### src/ssc_pkg.sv
// Shared constants and carrier types for the slave serial channel
package ssc_pkg;

    // Register port geometry
    localparam int unsigned ADDR_W = 3;
    localparam int unsigned DATA_W = 8;

    // Register offsets
    localparam logic [ADDR_W-1:0] OFS_DATA     = 3'h0;  // channel_data_reg
    localparam logic [ADDR_W-1:0] OFS_STATUS   = 3'h1;  // channel_status_reg
    localparam logic [ADDR_W-1:0] OFS_FLAG_CLR = 3'h2;  // flag_clear_trigger
    localparam logic [ADDR_W-1:0] OFS_MODE     = 3'h3;  // channel_mode_reg
    localparam logic [ADDR_W-1:0] OFS_CONFIG   = 3'h4;  // channel_comm_config
    localparam logic [ADDR_W-1:0] OFS_IRQ_ST   = 3'h5;
    localparam logic [ADDR_W-1:0] OFS_IRQ_MASK = 3'h6;

    // Status register bit positions
    localparam int unsigned ST_BFF  = 0;
    localparam int unsigned ST_OVF  = 1;
    localparam int unsigned ST_BUSY = 2;

    // Mode register bit positions
    localparam int unsigned MD_EN   = 0;
    localparam int unsigned MD_CONT = 1;

    // Interrupt status and mask bit positions
    localparam int unsigned IRQ_W      = 3;
    localparam int unsigned IRQ_XFER   = 0;
    localparam int unsigned IRQ_BEMPTY = 1;
    localparam int unsigned IRQ_OVF    = 2;

    // Frame lengths as last bit index
    localparam logic [2:0] LAST_IDX_8 = 3'h7;
    localparam logic [2:0] LAST_IDX_7 = 3'h6;

    // Least ratio of operation clock to serial clock
    localparam int unsigned SCK_MIN_DIV = 6;

    // Synchroniser depth
    localparam int unsigned SYNC_STAGES = 2;

    // Reset values
    localparam logic [DATA_W-1:0] RST_DATA = 8'h00;
    localparam logic [IRQ_W-1:0]  RST_IRQ  = 3'h0;

    // Channel configuration, bit 0 is data phase
    typedef struct packed {
        logic fdx;    // 1: transmit and receive, 0: receive only
        logic len7;   // 1: seven-bit frames
        logic lsb;    // 1: least significant bit first
        logic ckp;    // clock_polarity_sel
        logic dap;    // data_phase_sel
    } ssc_cfg_t;

    localparam ssc_cfg_t RST_CFG = 5'h00;

    // Register port request
    typedef struct packed {
        logic [ADDR_W-1:0] addr;
        logic [DATA_W-1:0] wdata;
        logic              wr;
        logic              rd;
    } ssc_req_t;

endpackage : ssc_pkg

### src/ssc_slave_channel.sv
// Slave serial channel: receive-only or full-duplex with external clock
//
// Notes on behaviour
// - Shift clock comes only from master; channel shifts on received edges.
// - Receive-only mode raises transfer-end and overrun events, never buffer-empty.
// - Full duplex: transfer-end in single mode, buffer-empty in continuous mode.
// - Overrun flag sets when a frame completes while received data unread.
// - Frame length is seven or eight bits by configuration.
// - Serial clock is sampled; master must stay at or below clock over six.
// - Data phase 0: data starts at first edge; 1: half period earlier.
// - Clock polarity 0 takes serial clock as is, 1 inverts it.
// - Bit order selectable, most or least significant bit first.
// - Writing transmit data while buffer full replaces the pending value.
// - Reading data register while transmit data pending returns it harmlessly.
// - Single/continuous bit may change during operation before the last bit.
// - Reading received data clears buffer full and readies next reception.
// - Writing ones to the flag-clear register clears matching error flags.
//
// Chosen here: the address map and the strobed register port.
`timescale 1ns/1ps
`default_nettype none

module ssc_slave_channel
    import ssc_pkg::*;
(
    // Clock and reset
    input  wire logic              clk,
    input  wire logic              rst_b,
    // Register port
    input  wire logic [ADDR_W-1:0] reg_addr,
    input  wire logic [DATA_W-1:0] reg_wdata,
    input  wire logic              reg_wr,
    input  wire logic              reg_rd,
    output logic      [DATA_W-1:0] reg_rdata,
    // Serial pins
    input  wire logic              serial_clock_in_ch0,
    input  wire logic              serial_data_in_ch0,
    output logic                   serial_data_out_ch0,
    // Interrupt
    output logic                   xfer_irq_ch0
);

    // Bit position within the frame for a given bit count
    function automatic logic [2:0] bit_idx(input logic [2:0] c, input ssc_cfg_t f);
        logic [2:0] top;
        top = f.len7 ? LAST_IDX_7 : LAST_IDX_8;
        return f.lsb ? c : 3'(top - c);
    endfunction : bit_idx

    ssc_req_t          req;
    ssc_cfg_t          cfg_q;
    logic              en_q;
    logic              cont_q;
    logic              tx_full_q;
    logic              rx_full_q;
    logic              ovf_q;
    logic              in_frame_q;
    logic [2:0]        cnt_q;
    logic [DATA_W-1:0] tx_buf_q;
    logic [DATA_W-1:0] tx_sh_q;
    logic [DATA_W-1:0] rx_sh_q;
    logic [DATA_W-1:0] rx_buf_q;
    logic [IRQ_W-1:0]  irq_st_q;
    logic [IRQ_W-1:0]  irq_mask_q;
    logic              k_prev_q;
    logic [1:0]        pins_s;
    logic              sclk_s;
    logic              sdi_s;
    logic              k;
    logic              rise;
    logic              fall;
    logic              sample;
    logic              drive;
    logic              last;
    logic              done;
    logic              load;
    logic              wr_data;
    logic              rd_rx;
    logic              ev_xfer;
    logic              ev_bempty;
    logic              ev_ovf;
    logic [2:0]        last_idx;
    logic [DATA_W-1:0] tx_src;
    logic [DATA_W-1:0] rx_new;
    logic [IRQ_W-1:0]  ev_vec;

    assign req = '{addr: reg_addr, wdata: reg_wdata, wr: reg_wr, rd: reg_rd};

    // Pin synchronisers; edges are only seen at up to clock over six
    ssc_sync #(
        .W (2)
    ) u_sync (
        .clk      (clk),
        .rst_b    (rst_b),
        .async_in ({serial_clock_in_ch0, serial_data_in_ch0}),
        .sync_out (pins_s)
    );
    assign sclk_s = pins_s[1];
    assign sdi_s  = pins_s[0];

    // Polarity applied, idle level high after correction
    assign k    = sclk_s ^ cfg_q.ckp;
    assign rise = k & ~k_prev_q;
    assign fall = ~k & k_prev_q;

    // Phase picks which edge samples and which drives
    assign sample   = en_q & (cfg_q.dap ? fall : rise);
    assign drive    = en_q & (cfg_q.dap ? rise : fall);
    assign last_idx = cfg_q.len7 ? LAST_IDX_7 : LAST_IDX_8;
    assign last     = (cnt_q == last_idx);
    assign done     = sample & last;

    // Register strobes
    assign wr_data = req.wr & (req.addr == OFS_DATA) & cfg_q.fdx;
    assign rd_rx   = req.rd & (req.addr == OFS_DATA) & ~tx_full_q;

    // Buffer moves into shifter between frames; needs data before clocking
    assign load   = en_q & cfg_q.fdx & tx_full_q & (~in_frame_q | done);
    assign tx_src = load ? tx_buf_q : tx_sh_q;

    // Events; mode bit read live so a late change still applies
    assign ev_xfer   = done & (~cfg_q.fdx | ~cont_q);
    assign ev_bempty = load & cfg_q.fdx & cont_q;
    assign ev_ovf    = done & rx_full_q & ~rd_rx;

    always_comb begin
        ev_vec             = '0;
        ev_vec[IRQ_XFER]   = ev_xfer;
        ev_vec[IRQ_BEMPTY] = ev_bempty;
        ev_vec[IRQ_OVF]    = ev_ovf;
    end

    // Received word with the current bit merged in
    always_comb begin
        rx_new                      = rx_sh_q;
        rx_new[bit_idx(cnt_q, cfg_q)] = sdi_s;
        if (cfg_q.len7) begin
            rx_new[DATA_W-1] = 1'b0;
        end
    end

    // Edge detector history
    always_ff @(posedge clk) begin
        if (!rst_b) begin
            k_prev_q <= 1'b1;
        end else begin
            k_prev_q <= k;
        end
    end

    // Configuration and mode registers
    always_ff @(posedge clk) begin
        if (!rst_b) begin
            cfg_q      <= RST_CFG;
            en_q       <= 1'b0;
            cont_q     <= 1'b0;
            irq_mask_q <= RST_IRQ;
        end else if (req.wr) begin
            if (req.addr == OFS_CONFIG) begin
                cfg_q <= ssc_cfg_t'(req.wdata[4:0]);
            end
            if (req.addr == OFS_MODE) begin
                en_q   <= req.wdata[MD_EN];
                cont_q <= req.wdata[MD_CONT];
            end
            if (req.addr == OFS_IRQ_MASK) begin
                irq_mask_q <= req.wdata[IRQ_W-1:0];
            end
        end
    end

    // Bit counter and frame tracking; disable returns to idle
    always_ff @(posedge clk) begin
        if (!rst_b || !en_q) begin
            cnt_q      <= 3'h0;
            in_frame_q <= 1'b0;
        end else if (done) begin
            cnt_q      <= 3'h0;
            in_frame_q <= 1'b0;
        end else if (sample) begin
            cnt_q      <= 3'(cnt_q + 3'h1);
            in_frame_q <= 1'b1;
        end
    end

    // Receive shifter and receive buffer
    always_ff @(posedge clk) begin
        if (!rst_b) begin
            rx_sh_q  <= RST_DATA;
            rx_buf_q <= RST_DATA;
        end else if (sample) begin
            rx_sh_q <= rx_new;
            if (done) begin
                rx_buf_q <= rx_new;
            end
        end
    end

    // Receive buffer full; frame end wins over a read
    always_ff @(posedge clk) begin
        if (!rst_b) begin
            rx_full_q <= 1'b0;
        end else if (done) begin
            rx_full_q <= 1'b1;
        end else if (rd_rx) begin
            rx_full_q <= 1'b0;
        end
    end

    // Transmit buffer; a write always overwrites
    always_ff @(posedge clk) begin
        if (!rst_b) begin
            tx_buf_q  <= RST_DATA;
            tx_full_q <= 1'b0;
        end else if (wr_data) begin
            tx_buf_q  <= req.wdata;
            tx_full_q <= 1'b1;
        end else if (load) begin
            tx_full_q <= 1'b0;
        end
    end

    // Transmit shifter and data output
    always_ff @(posedge clk) begin
        if (!rst_b) begin
            tx_sh_q <= RST_DATA;
            serial_data_out_ch0 <= 1'b0;
        end else begin
            tx_sh_q <= tx_src;
            if (drive || (load && cfg_q.dap)) begin
                serial_data_out_ch0 <= tx_src[bit_idx(done ? 3'h0 : cnt_q, cfg_q)];
            end
        end
    end

    // Overrun flag; a new overrun wins over a clear
    always_ff @(posedge clk) begin
        if (!rst_b) begin
            ovf_q <= 1'b0;
        end else if (ev_ovf) begin
            ovf_q <= 1'b1;
        end else if (req.wr && req.addr == OFS_FLAG_CLR && req.wdata[ST_OVF]) begin
            ovf_q <= 1'b0;
        end
    end

    // Sticky interrupt status, write one to clear, set wins
    always_ff @(posedge clk) begin
        if (!rst_b) begin
            irq_st_q <= RST_IRQ;
        end else if (req.wr && req.addr == OFS_IRQ_ST) begin
            irq_st_q <= (irq_st_q & ~req.wdata[IRQ_W-1:0]) | ev_vec;
        end else begin
            irq_st_q <= irq_st_q | ev_vec;
        end
    end

    // Level interrupt output
    always_ff @(posedge clk) begin
        if (!rst_b) begin
            xfer_irq_ch0 <= 1'b0;
        end else begin
            xfer_irq_ch0 <= |(irq_st_q & irq_mask_q);
        end
    end

    // Read data, valid the cycle after the strobe
    always_ff @(posedge clk) begin
        if (!rst_b) begin
            reg_rdata <= RST_DATA;
        end else if (req.rd) begin
            unique case (req.addr)
                OFS_DATA:     reg_rdata <= tx_full_q ? tx_buf_q : rx_buf_q;
                OFS_STATUS:   reg_rdata <= {5'h00, in_frame_q, ovf_q, tx_full_q | rx_full_q};
                OFS_MODE:     reg_rdata <= {6'h00, cont_q, en_q};
                OFS_CONFIG:   reg_rdata <= {3'h0, cfg_q};
                OFS_IRQ_ST:   reg_rdata <= {5'h00, irq_st_q};
                OFS_IRQ_MASK: reg_rdata <= {5'h00, irq_mask_q};
                default:      reg_rdata <= RST_DATA;
            endcase
        end else begin
            reg_rdata <= RST_DATA;
        end
    end
endmodule : ssc_slave_channel

`default_nettype wire

### src/ssc_sync.sv
// Two-stage synchroniser for pin inputs
`timescale 1ns/1ps
`default_nettype none

module ssc_sync
    import ssc_pkg::*;
#(
    parameter int unsigned W = 2
) (
    // Clock and reset
    input  wire logic         clk,
    input  wire logic         rst_b,
    // Asynchronous input and synchronised output
    input  wire logic [W-1:0] async_in,
    output logic      [W-1:0] sync_out
);

    logic [W-1:0] meta_q;

    // First stage feeds only the second stage
    always_ff @(posedge clk) begin
        if (!rst_b) begin
            meta_q   <= '0;
            sync_out <= '0;
        end else begin
            meta_q   <= async_in;
            sync_out <= meta_q;
        end
    end

endmodule : ssc_sync

`default_nettype wire

### config.mk
export PLATFORM = sky130hd
export DESIGN_NAME = ssc_slave_channel
export DESIGN_NICKNAME = d
export VERILOG_FILES = /design/src/ssc_pkg.sv /design/src/ssc_slave_channel.sv /design/src/ssc_sync.sv
export SDC_FILE = /design/constraint.sdc
export NUM_CORES = 1
export LEC_CHECK = 0
export ABC_CLOCK_PERIOD_IN_PS = 5450
export BUFFER_PORTS_ARGS = -buffer_cell sky130_fd_sc_hd__buf_4
export CAP_MARGIN = 15
export CELL_PAD_IN_SITES_DETAIL_PLACEMENT = 1
export CELL_PAD_IN_SITES_GLOBAL_PLACEMENT = 2
export CORE_ASPECT_RATIO = 1.75
export CORE_UTILIZATION = 40
export DETAILED_ROUTE_END_ITERATION = 16
export MAX_ROUTING_LAYER = met4
export PLACE_DENSITY_LB_ADDON = 0.1
export SYNTH_ARGS = -nofsm -noshare
export SYNTH_HDL_FRONTEND = slang
export SYNTH_SLANG_ARGS = --single-unit
### constraint.sdc
create_clock -name clk -period 5.45 [get_ports clk]
set_input_delay 0.8175 -clock clk [delete_from_list [all_inputs] [get_ports clk]]
set_output_delay 0.8175 -clock clk [all_outputs]
set_load 0.03 [all_outputs]
==> results of run 1 <==
state kept, by name, indices dropped and copies added (netlist names), 2 cells and up:
register,flops
cfg_q,5
cnt_q,3
irq_mask_q,3
irq_st_q,3
reg_rdata,8
rx_buf_q,8
rx_sh_q,8
tx_buf_q,8
tx_sh_q,8
u_sync.meta_q,2
u_sync.sync_out,2
cells in the final DEF (no fill, tap or decap), types with 6 or more instances in the layout:
cell type	n
nand2_1	36
inv_1	6
dfxtp_1	67
buf_4	26
nor2b_1	34
nand3_1	10
o21ai_0	6
o211a_1	14
a21boi_0	7
clkbuf_16	9
a21oi_1	14
nor2_1	25
and2_1	6
mux2i_1	43
final cells by class:
class                           count  area (um2)
Clock inverter                      5        60.1
Timing Repair Buffer               27         200
Clock buffer                       11         243
Fill cell                         893        3940
Tap cell                           88         110
Multi-Input combinational cell    251        1760
Inverter                            6        22.5
Sequential cell                    67        1340
through the flow:
| stage | utilization | power [W] | instances | setup WS [ns] |
|---|---|---|---|---|
| CTS | 0.486 | 0.00115 | 454 | 1.86 |
| global placement | 0.447 | 0.000558 | 438 | 2.02 |
| finish | 0.487 | 0.00114 | 455 | 1.89 |
| detailed placement | 0.447 | 0.000558 | 438 | 1.92 |
| floorplan | - | 0.000537 | 343 | 2.48 |
| global route | 0.487 | 0.00118 | 455 | 1.42 |
routing by layer:
metal | GRT usage | vias to the layer above | share of wire
li1 | - | 1252 | -
met1 | 0.237 | 1276 | 0.40
met2 | 0.417 | 43 | 0.55
met3 | 0.0500 | 17 | 0.024
met4 | 0.110 | 0 | 0.032
met5 | - | - | 0
cells in the mapped netlist (all sizes together), types with 5 or more instances:
library cell   n
ha             5
a21boi         7
nor2b         34
o211a         14
nand3         10
and2           6
a31oi          5
mux2i         43
nand2         36
inv            6
clkbuf        15
dfxtp         67
and3           5
nor2          25
o21ai          6
a21oi         14
power by group:
part | internal (W) | switching [W] | leakage, nW
logic | 0.0000216 | 0.0000271 | 0.968
clock network | 0.000369 | 0.000223 | 0.147
registers | 0.000494 | 0.00000474 | 0.541
kinds of logic after synthesis:
logic type | after synthesis | synth area share
buffers and inverters | 25 | 0.0324
DFF | 67 | 0.419
xor gates and xnor gates | 4 | 0.0133
and+or+nand+nor | 130 | 0.206
muxes | 47 | 0.153
adders and majority gates | 5 | 0.0195
AOI/OAI and AO/OA | 65 | 0.157
worst paths after layout:
kind / cells after the start / end / start
worst max register to register: 13 / serial_data_out_ch0 / en_q
worst max-delay path: 13 / serial_data_out_ch0 / en_q
worst min-delay path: 1 / u_sync.sync_out[0] / u_sync.meta_q[0]
worst min register to register: 1 / u_sync.sync_out[0] / u_sync.meta_q[0]
==> results by group, run 1 <==
Route
  • Drt wl/cell: 19.2 um
  • Initial DRC count: 118
  • Drt pass-1 iters: 5
  • Routed WL: 8720 um
  • DRC Markers: 0
  • Final ANT Viol Nets: 0
  • Vias per std cell: 5.69
  • DR vias: 2588

Run
  • Max-cap check violation count: 0

GRT
  • Gr usage total: 0.232
  • Vias in the first global route: 2703
  • Initial antenna violation count: 0
  • Total grt overflow: 0
  • First-pass GRT wire length: 14300 um
  • Largest net degree at the start of global routing: 59

Logic synthesis
  • Main synth FF type: dfxtp_1
  • Syn Nets: 365
  • Flops & latches, synth: 67
  • Top post-synthesis cells by area: dfxtp_1 42%, mux2i_1 13%, nor2b_1 6.6%, o211a_1 4.4%, nand2_1 4.2%
  • Post-Syn Instances: 343
  • Synth unique cells: 44
  • Syn. warnings: 0
  • Syn Area/Cell: 9.33 um2
  • Post-synth EDFFs: 0
  • Seq/Total Area, Yosys: 0.419
  • Synth top area share: 0.419
  • Largest area contributor in the netlist: dfxtp_1
  • Async SR Flop Fraction: 0
  • Cell area after synthesis: 3200 um2

Worst setup path
  • R2R Setup Slk: 1.89 ns
  • CP endpoint kind: register
  • Bufs and invs on worst path: 1
  • Slowest cell on crit path: nor2_1
  • CP top delay family: simple AND/OR/NAND/NOR gates
  • Critical path class: reg2reg
  • Required @ worst endpoint: 5.71 ns
  • Crit-path max FO: 17
  • Max incr delay on CP: 0.81 ns
  • Worst Path Arrival: 3.82 ns
  • CP Cell Sequence: nor3b_1 > mux2i_1 > nor2_1 > nor2_1 > ha_1 > ha_1 > inv_1 > mux2i_1 > a31oi_2 > a211oi_1 > nor3b_1 > a32oi_1 > a31oi_1
  • Setup crit start kind: register

STA
  • Slew headroom: 0.321
  • Final slew viol count: 0
  • Worst-margin pin slew: 1.02 ns
  • Setup-failing EPs final: 0
  • Clock Skew: 0.00445 ns
  • Fmax: 281 MHz
  • Final worst path period share: 0.653
  • RSZ-0062 raised after global routing: false
  • Final hold violation count: 0
  • TNS Setup: 0 ns
  • Hold Slack: 0.432 ns
  • Minimum clock period: 3.56 ns

Clock network
  • CTS tree: done
  • Cts repair resizes: 0
  • Clock Latency Late Sink: 0.33 ns
  • # hold bufs at CTS: 0
  • H-tree Lvls: 3
  • CTS buffer count: 9
  • Reg clk slew, reported paths: 0.06 ns
  • Longest Clk Path Bufs: 2
  • Clock sinks: 67
  • Clk root buf: clkbuf_16
  • Number of setup buffers added after CTS: 0

Finish
  • Total Nets Final: 384
  • Area growth from synthesis to layout: 16.6%
  • Finished Cell Area: 3730 um2
  • Ant diodes: 0
  • Layout cells sized above 1: 0.139

Die
  • Die area: 8380 um2
  • Die width: 69.6 um
  • IO Pins: 27
  • Initial Utilization: 0.417
  • Core Footprint: 7670 um2
  • Die H: 120 um
  • Num rows: 42

Power
  • IR drop worst, VDD: 183 uV
  • Pwr Density: 305 nW/um2
  • Lkg Pwr: 1.66 nW

Run status
  • Outcome: finished, final reports clean

Hold path
  • Hold crit path type: reg2reg

Placed design
  • Placer Congestion: 0.810
  • Area post-placement: 3430 um2
  • PortBufs: 26
  • Post-DP HPWL: 6340 um
Note: power is estimated with default switching activity, not from simulation.
==> inputs of run 2 (changes only) <==
Settings changed: ABC_CLOCK_PERIOD_IN_PS 5450 to 3600, CORE_UTILIZATION 40 to 37.
Clock period 5.45 ns to 3.6 ns, I/O delays scaled along.
==> results by group, run 2 (synthesis gave the netlist of run 1 again) <==
Placed design
  • Placed Cells incl. Taps: 467
  • Post-DP HPWL: 6390 um
  • PortBufs: 26
  • Placer Congestion: 0.831

STA
  • Minimum clock period: 3.22 ns
  • Slew headroom: 0.492
  • Setup-failing EPs final: 0
  • Final hold violation count: 0
  • Clock Skew: 0.00576 ns
  • Final slew viol count: 0
  • Worst-margin pin slew: 0.760 ns
  • Fmax: 311 MHz
  • RSZ-0062 raised after global routing: false
  • Final worst path period share: 0.895
  • TNS Setup: 0 ns

Route
  • DR vias: 2535
  • Routed WL: 8710 um
  • Vias per std cell: 5.25
  • Drt wl/cell: 18.0 um
  • Final ANT Viol Nets: 0
  • DRC Markers: 0
  • Drt pass-1 iters: 4
  • Initial DRC count: 88

Finish
  • Area of the multi-input gates: 1760 um2
  • Storage cell area: 1340 um2
  • Ant diodes: 0
  • Fillers: 974
  • Most frequent cells in the layout: 67 x dfxtp_1, 43 x mux2i_1, 36 x nand2_1
  • Layout cells sized above 1: 0.141
  • Total Nets Final: 385
  • Commonest non-fill, non-tap cell in the layout: dfxtp_1
  • Area growth from synthesis to layout: 19.5%
  • Non-Filler Instances: 483

Worst setup path
  • Critical path class: reg2reg
  • Max incr delay on CP: 0.45 ns
  • Reg2reg start: en_q
  • Worst setup endpoint: serial_data_out_ch0
  • Worst setup path startpoint: en_q
  • Setup crit start kind: register
  • Worst Path Arrival: 3.48 ns
  • R2R Setup Slk: 0.38 ns
  • Crit-path max FO: 23
  • CP endpoint kind: register
  • Worst path most repeated cell: nor3b_1
  • Reg-to-Reg End: serial_data_out_ch0
  • CP Cell Sequence: nor3b_1 > mux2_4 > nand2_1 > and2_1 > ha_1 > inv_1 > mux2i_1 > a31oi_2 > a211oi_1 > nor3b_1 > a32oi_1 > a31oi_1
  • Reg2reg path depth: 12
  • Required @ worst endpoint: 3.86 ns
  • Slowest cell on crit path: dfxtp_1

Die
  • Num rows: 44
  • Initial Utilization: 0.383
  • Die H: 125 um
  • Die width: 72.3 um
  • IO Pins: 27
  • Core Footprint: 8370 um2
  • Die area: 9040 um2

GRT
  • First-pass GRT wire length: 14200 um
  • Vias in the first global route: 2624
  • Largest net degree at the start of global routing: 59
  • Total grt overflow: 0
  • Gr usage total: 0.219
  • Initial antenna violation count: 0

Clock network
  • CTS buffer count: 9
  • Clock Latency Late Sink: 0.34 ns
  • Number of setup buffers added after CTS: 0
  • Cts repair resizes: 0
  • CTS tree: done
  • Clock sinks: 67
  • Clk root buf: clkbuf_16
  • # hold bufs at CTS: 0
  • H-tree Lvls: 3
  • Longest Clk Path Bufs: 2
  • Reg clk slew, reported paths: 0.06 ns

Hold path
  • Hold Crit Depth: 2
  • Hold crit path type: in2reg
  • HP Start: serial_clock_in_ch0

Power
  • Lkg Pwr: 1.69 nW
  • IR drop worst, VDD: 273 uV
  • Pwr Density: 488 nW/um2
  • PnR Total Power: 0.00187 W
  • Sequential power share: 0.404
  • Clk pwr share: 0.556
  • Sw Pwr: 0.000386 W
  • Cell Int Power: 0.00148 W
  • Sw Ratio: 0.207
  • Logic pwr share: 0.039

Run status
  • Outcome: finished, final reports clean

Run
  • Max-cap check violation count: 0
[run 2: layout make-up]
class / count / share of cell area
sequential: 67 / 0.351
clock inverter: 5 / 0.0281
clock buffer: 11 / 0.0635
tap: 115 / 0.0376
timing repair buffer: 28 / 0.0550
multi-input combinational: 251 / 0.459
inverter: 6 / 0.00589
[run 2: worst max-delay path, delay by kind of cell (launching register included)]
family / cells / cell delay, ns
AO/OA/AOI/OAI: 4 / 0.78
flip-flops: 1 / 0.45
multiplexers: 2 / 0.51
AND/OR/NAND/NOR: 4 / 1.04
adder cells (fa/ha/maj): 1 / 0.29
buffers and inverters: 1 / 0.08
[run 2: worst min path at each step]
stage / endpoint / slack, ns
3_5_place_dp: u_sync.sync_out[0] / 0.43
4_1_cts: u_sync.meta_q[1] / 0.41
3_3_place_gp: u_sync.sync_out[0] / 0.43
5_1_grt: u_sync.meta_q[1] / 0.41
2_1_floorplan: u_sync.sync_out[0] / 0.41
6_report: u_sync.meta_q[1] / 0.42
[run 2: power groups by stage]
stage	registers, W	logic (W)	clock network [W]
floorplan	0.000769	0.0000449	0
global placement	0.000771	0.0000742	0
detailed placement	0.000771	0.0000744	0
CTS	0.000755	0.0000747	0.00106
global route	0.000756	0.0000809	0.00109
finish	0.000755	0.0000735	0.00104
[run 2: through the flow]
step	area [um2]	util	hold slack [ns]	setup WS, ns
finish	3820	0.457	0.416	0.380
global route	3820	0.457	0.411	0.132
CTS	3820	0.457	0.411	0.428
detailed placement	3470	0.415	0.427	0.465
global placement	3470	0.415	0.435	0.671
floorplan	3200	-	0.412	0.626
[run 2: routing by layer]
| metal | wire length [um] | vias to the layer above | track usage | part of all wire |
|---|---|---|---|---|
| met5 | 0 | - | - | 0 |
| met4 | 284 | 0 | 0.107 | 0.033 |
| met3 | 167 | 15 | 0.0363 | 0.019 |
| met2 | 4770 | 31 | 0.386 | 0.55 |
| met1 | 3490 | 1235 | 0.229 | 0.40 |
| li1 | - | 1254 | - | - |
==> inputs of run 3 (changes only) <==
Settings changed: ABC_AREA set to 1, CORE_UTILIZATION 37 to 34.
==> results by group, run 3 <==
Logic synthesis
  • Flops & latches, synth: 67
  • Async SR Flop Fraction: 0
  • Seq/Total Area, Yosys: 0.434
  • Synth unique cells: 34
  • Cell area after synthesis: 3090 um2
  • Count leader, synth: nand2_1
  • Post-synth top cells: 68 x nand2_1, 67 x dfxtp_1, 54 x inv_1
  • Post-Syn Instances: 430
  • Synth top area share: 0.434
  • Syn. warnings: 0
  • Syn Nets: 452
  • Top post-synthesis cells by area: dfxtp_1 43%, nand2_1 8.3%, a21oi_1 7.6%, inv_1 6.6%, nand3_1 6.0%
  • Main synth FF type: dfxtp_1
  • Post-synth EDFFs: 0
  • Largest area contributor in the netlist: dfxtp_1
  • Syn Area/Cell: 7.18 um2

Route
  • Initial DRC count: 89
  • Vias per std cell: 4.97
  • Final ANT Viol Nets: 0
  • Routed WL: 9370 um
  • DR vias: 2860
  • DRC Markers: 0
  • Drt wl/cell: 16.3 um
  • Drt pass-1 iters: 4

Worst setup path
  • Crit-path max FO: 6
  • Max incr delay on CP: 0.51 ns
  • R2R Setup Slk: 1.21 ns
  • CP endpoint kind: register
  • Reg2reg path depth: 14
  • Worst path most repeated cell: nand3_1
  • Slowest cell on crit path: o21ai_0
  • Required @ worst endpoint: 3.88 ns
  • Setup crit start kind: register
  • CP Cell Sequence: ha_1 > inv_1 > nor2_2 > nand3_2 > nand2_1 > inv_1 > ha_1 > o21ai_0 > nand3_1 > nand3_1 > nand3_1 > nand3_1 > nand2_1 > inv_1
  • Critical path class: reg2reg
  • Worst Path Arrival: 2.66 ns

GRT
  • Largest net degree at the start of global routing: 43
  • Initial antenna violation count: 0
  • First-pass GRT wire length: 14800 um
  • Gr usage total: 0.223
  • Total grt overflow: 0
  • Vias in the first global route: 2945

Finish
  • Area growth from synthesis to layout: 17.1%
  • Total Nets Final: 476
  • Ant diodes: 0
  • Most frequent cells in the layout: 68 x nand2_1, 67 x dfxtp_1, 54 x inv_1
  • Final core utilization: 0.414
  • Layout cells sized above 1: 0.139
  • Non-Filler Instances: 576
  • Commonest non-fill, non-tap cell in the layout: nand2_1

STA
  • Minimum clock period: 2.39 ns
  • PnR worst setup slack: 1.21 ns
  • Final worst path period share: 0.663
  • RSZ-0062 raised after global routing: false
  • Worst-margin pin slew: 0.650 ns
  • Fmax: 419 MHz
  • TNS Setup: 0 ns
  • Setup-failing EPs final: 0
  • Final hold violation count: 0
  • Slew headroom: 0.563
  • Final slew viol count: 0
  • Clock Skew: 0.00599 ns

Die
  • Die area: 9480 um2
  • Initial Utilization: 0.354
  • Die H: 128 um
  • IO Pins: 27
  • Die width: 74.0 um
  • Core Footprint: 8730 um2
  • Num rows: 45

Clock network
  • Longest Clk Path Bufs: 2
  • CTS buffer count: 9
  • CTS tree: done
  • Clock sinks: 67
  • Clk root buf: clkbuf_16
  • H-tree Lvls: 3
  • Cts repair resizes: 0
  • Clock Latency Late Sink: 0.33 ns
  • Reg clk slew, reported paths: 0.06 ns
  • # hold bufs at CTS: 0
  • Number of setup buffers added after CTS: 0

Power
  • IR drop worst, VDD: 249 uV
  • Lkg Pwr: 1.46 nW
  • Sw Pwr: 0.000380 W
  • Cell Int Power: 0.00124 W
  • Logic pwr share: 0.056
  • Sw Ratio: 0.234
  • Sequential power share: 0.467
  • Pwr Density: 448 nW/um2
  • Clk pwr share: 0.477

Placed design
  • Post-DP HPWL: 7070 um
  • Dpl ws: 1.16 ns
  • PortBufs: 26
  • Placed Cells incl. Taps: 560
  • Placer Congestion: 0.829

Run
  • Max-cap check violation count: 0

Hold path
  • Hold crit path type: in2reg
  • Hold Crit Depth: 3

Run status
  • Outcome: finished, final reports clean
-- run 3: cell types whose count changed after synthesis, moves of 8 or more --
| cell | before | now |
|---|---|---|
| o211a_1 | 14 | 0 |
| o21ai_0 | 6 | 37 |
| nor2b_1 | 34 | 0 |
| o21ai_1 | 0 | 8 |
| inv_1 | 6 | 54 |
| nand2_2 | 0 | 8 |
| nand3_1 | 10 | 37 |
| a21oi_1 | 14 | 47 |
| nor2_1 | 25 | 42 |
| nand2_1 | 36 | 68 |
| mux2i_1 | 43 | 0 |
-- run 3: layer usage --
layer  share of wire  up-vias  global-route usage
met5               0        -                   -
met4           0.026        0              0.0950
met3           0.019       17              0.0425
met2            0.55       30               0.397
met1            0.41     1358               0.232
li1                -     1455                   -
-- run 3: metrics by stage --
| stage | power [W] | hold slack (ns) | instance area [um2] |
|---|---|---|---|
| finish | 0.00162 | 0.389 | 3620 |
| global route | 0.00169 | 0.387 | 3620 |
| CTS | 0.00165 | 0.381 | 3620 |
| detailed placement | 0.000864 | 0.411 | 3360 |
| global placement | 0.000863 | 0.395 | 3360 |
| floorplan | 0.000823 | 0.390 | 3090 |
-- run 3: cells by family after synthesis --
kind of cell | Yosys count | synth area share
AOI/OAI and AO/OA | 108 | 0.187
xor gates and xnor gates | 1 | 0.00284
adders and majority gates | 5 | 0.0203
buffers and inverters | 76 | 0.0997
DFF | 67 | 0.434
and+or+nand+nor | 173 | 0.256
-- run 3: final timing paths --
check | from | to
setup / recovery | cnt_q[0] | serial_data_out_ch0
hold / removal | serial_clock_in_ch0 | u_sync.meta_q[1]
setup reg to reg | cnt_q[0] | serial_data_out_ch0
hold reg to reg | u_sync.meta_q[0] | u_sync.sync_out[0]
-- run 3: power groups by stage --
stage          clock network [W]  logic [W]  registers [W]
6_report                0.000774  0.0000907       0.000757
5_1_grt                 0.000834   0.000100       0.000758
2_1_floorplan                  0  0.0000519       0.000771
4_1_cts                 0.000797  0.0000917       0.000757
3_3_place_gp                   0  0.0000901       0.000773
3_5_place_dp                   0  0.0000909       0.000773
-- run 3: final cells by class --
type | instances | area (um2)
Fill cell | 1111 | 5110
Multi-Input combinational cell | 287 | 1440
Sequential cell | 67 | 1340
Clock buffer | 13 | 240
Inverter | 62 | 233
Timing Repair Buffer | 27 | 203
Tap cell | 117 | 146
Clock inverter | 3 | 15.0
-- run 3: worst max-delay path, delay by kind of cell, from the launching register on --
| family | cells | cell delay (ns) |
|---|---|---|
| and+or+nand+nor | 8 | 0.76 |
| AOI/OAI and AO/OA | 1 | 0.51 |
| adders and majority gates | 2 | 0.56 |
| DFF | 1 | 0.35 |
| buffers and inverters | 3 | 0.14 |
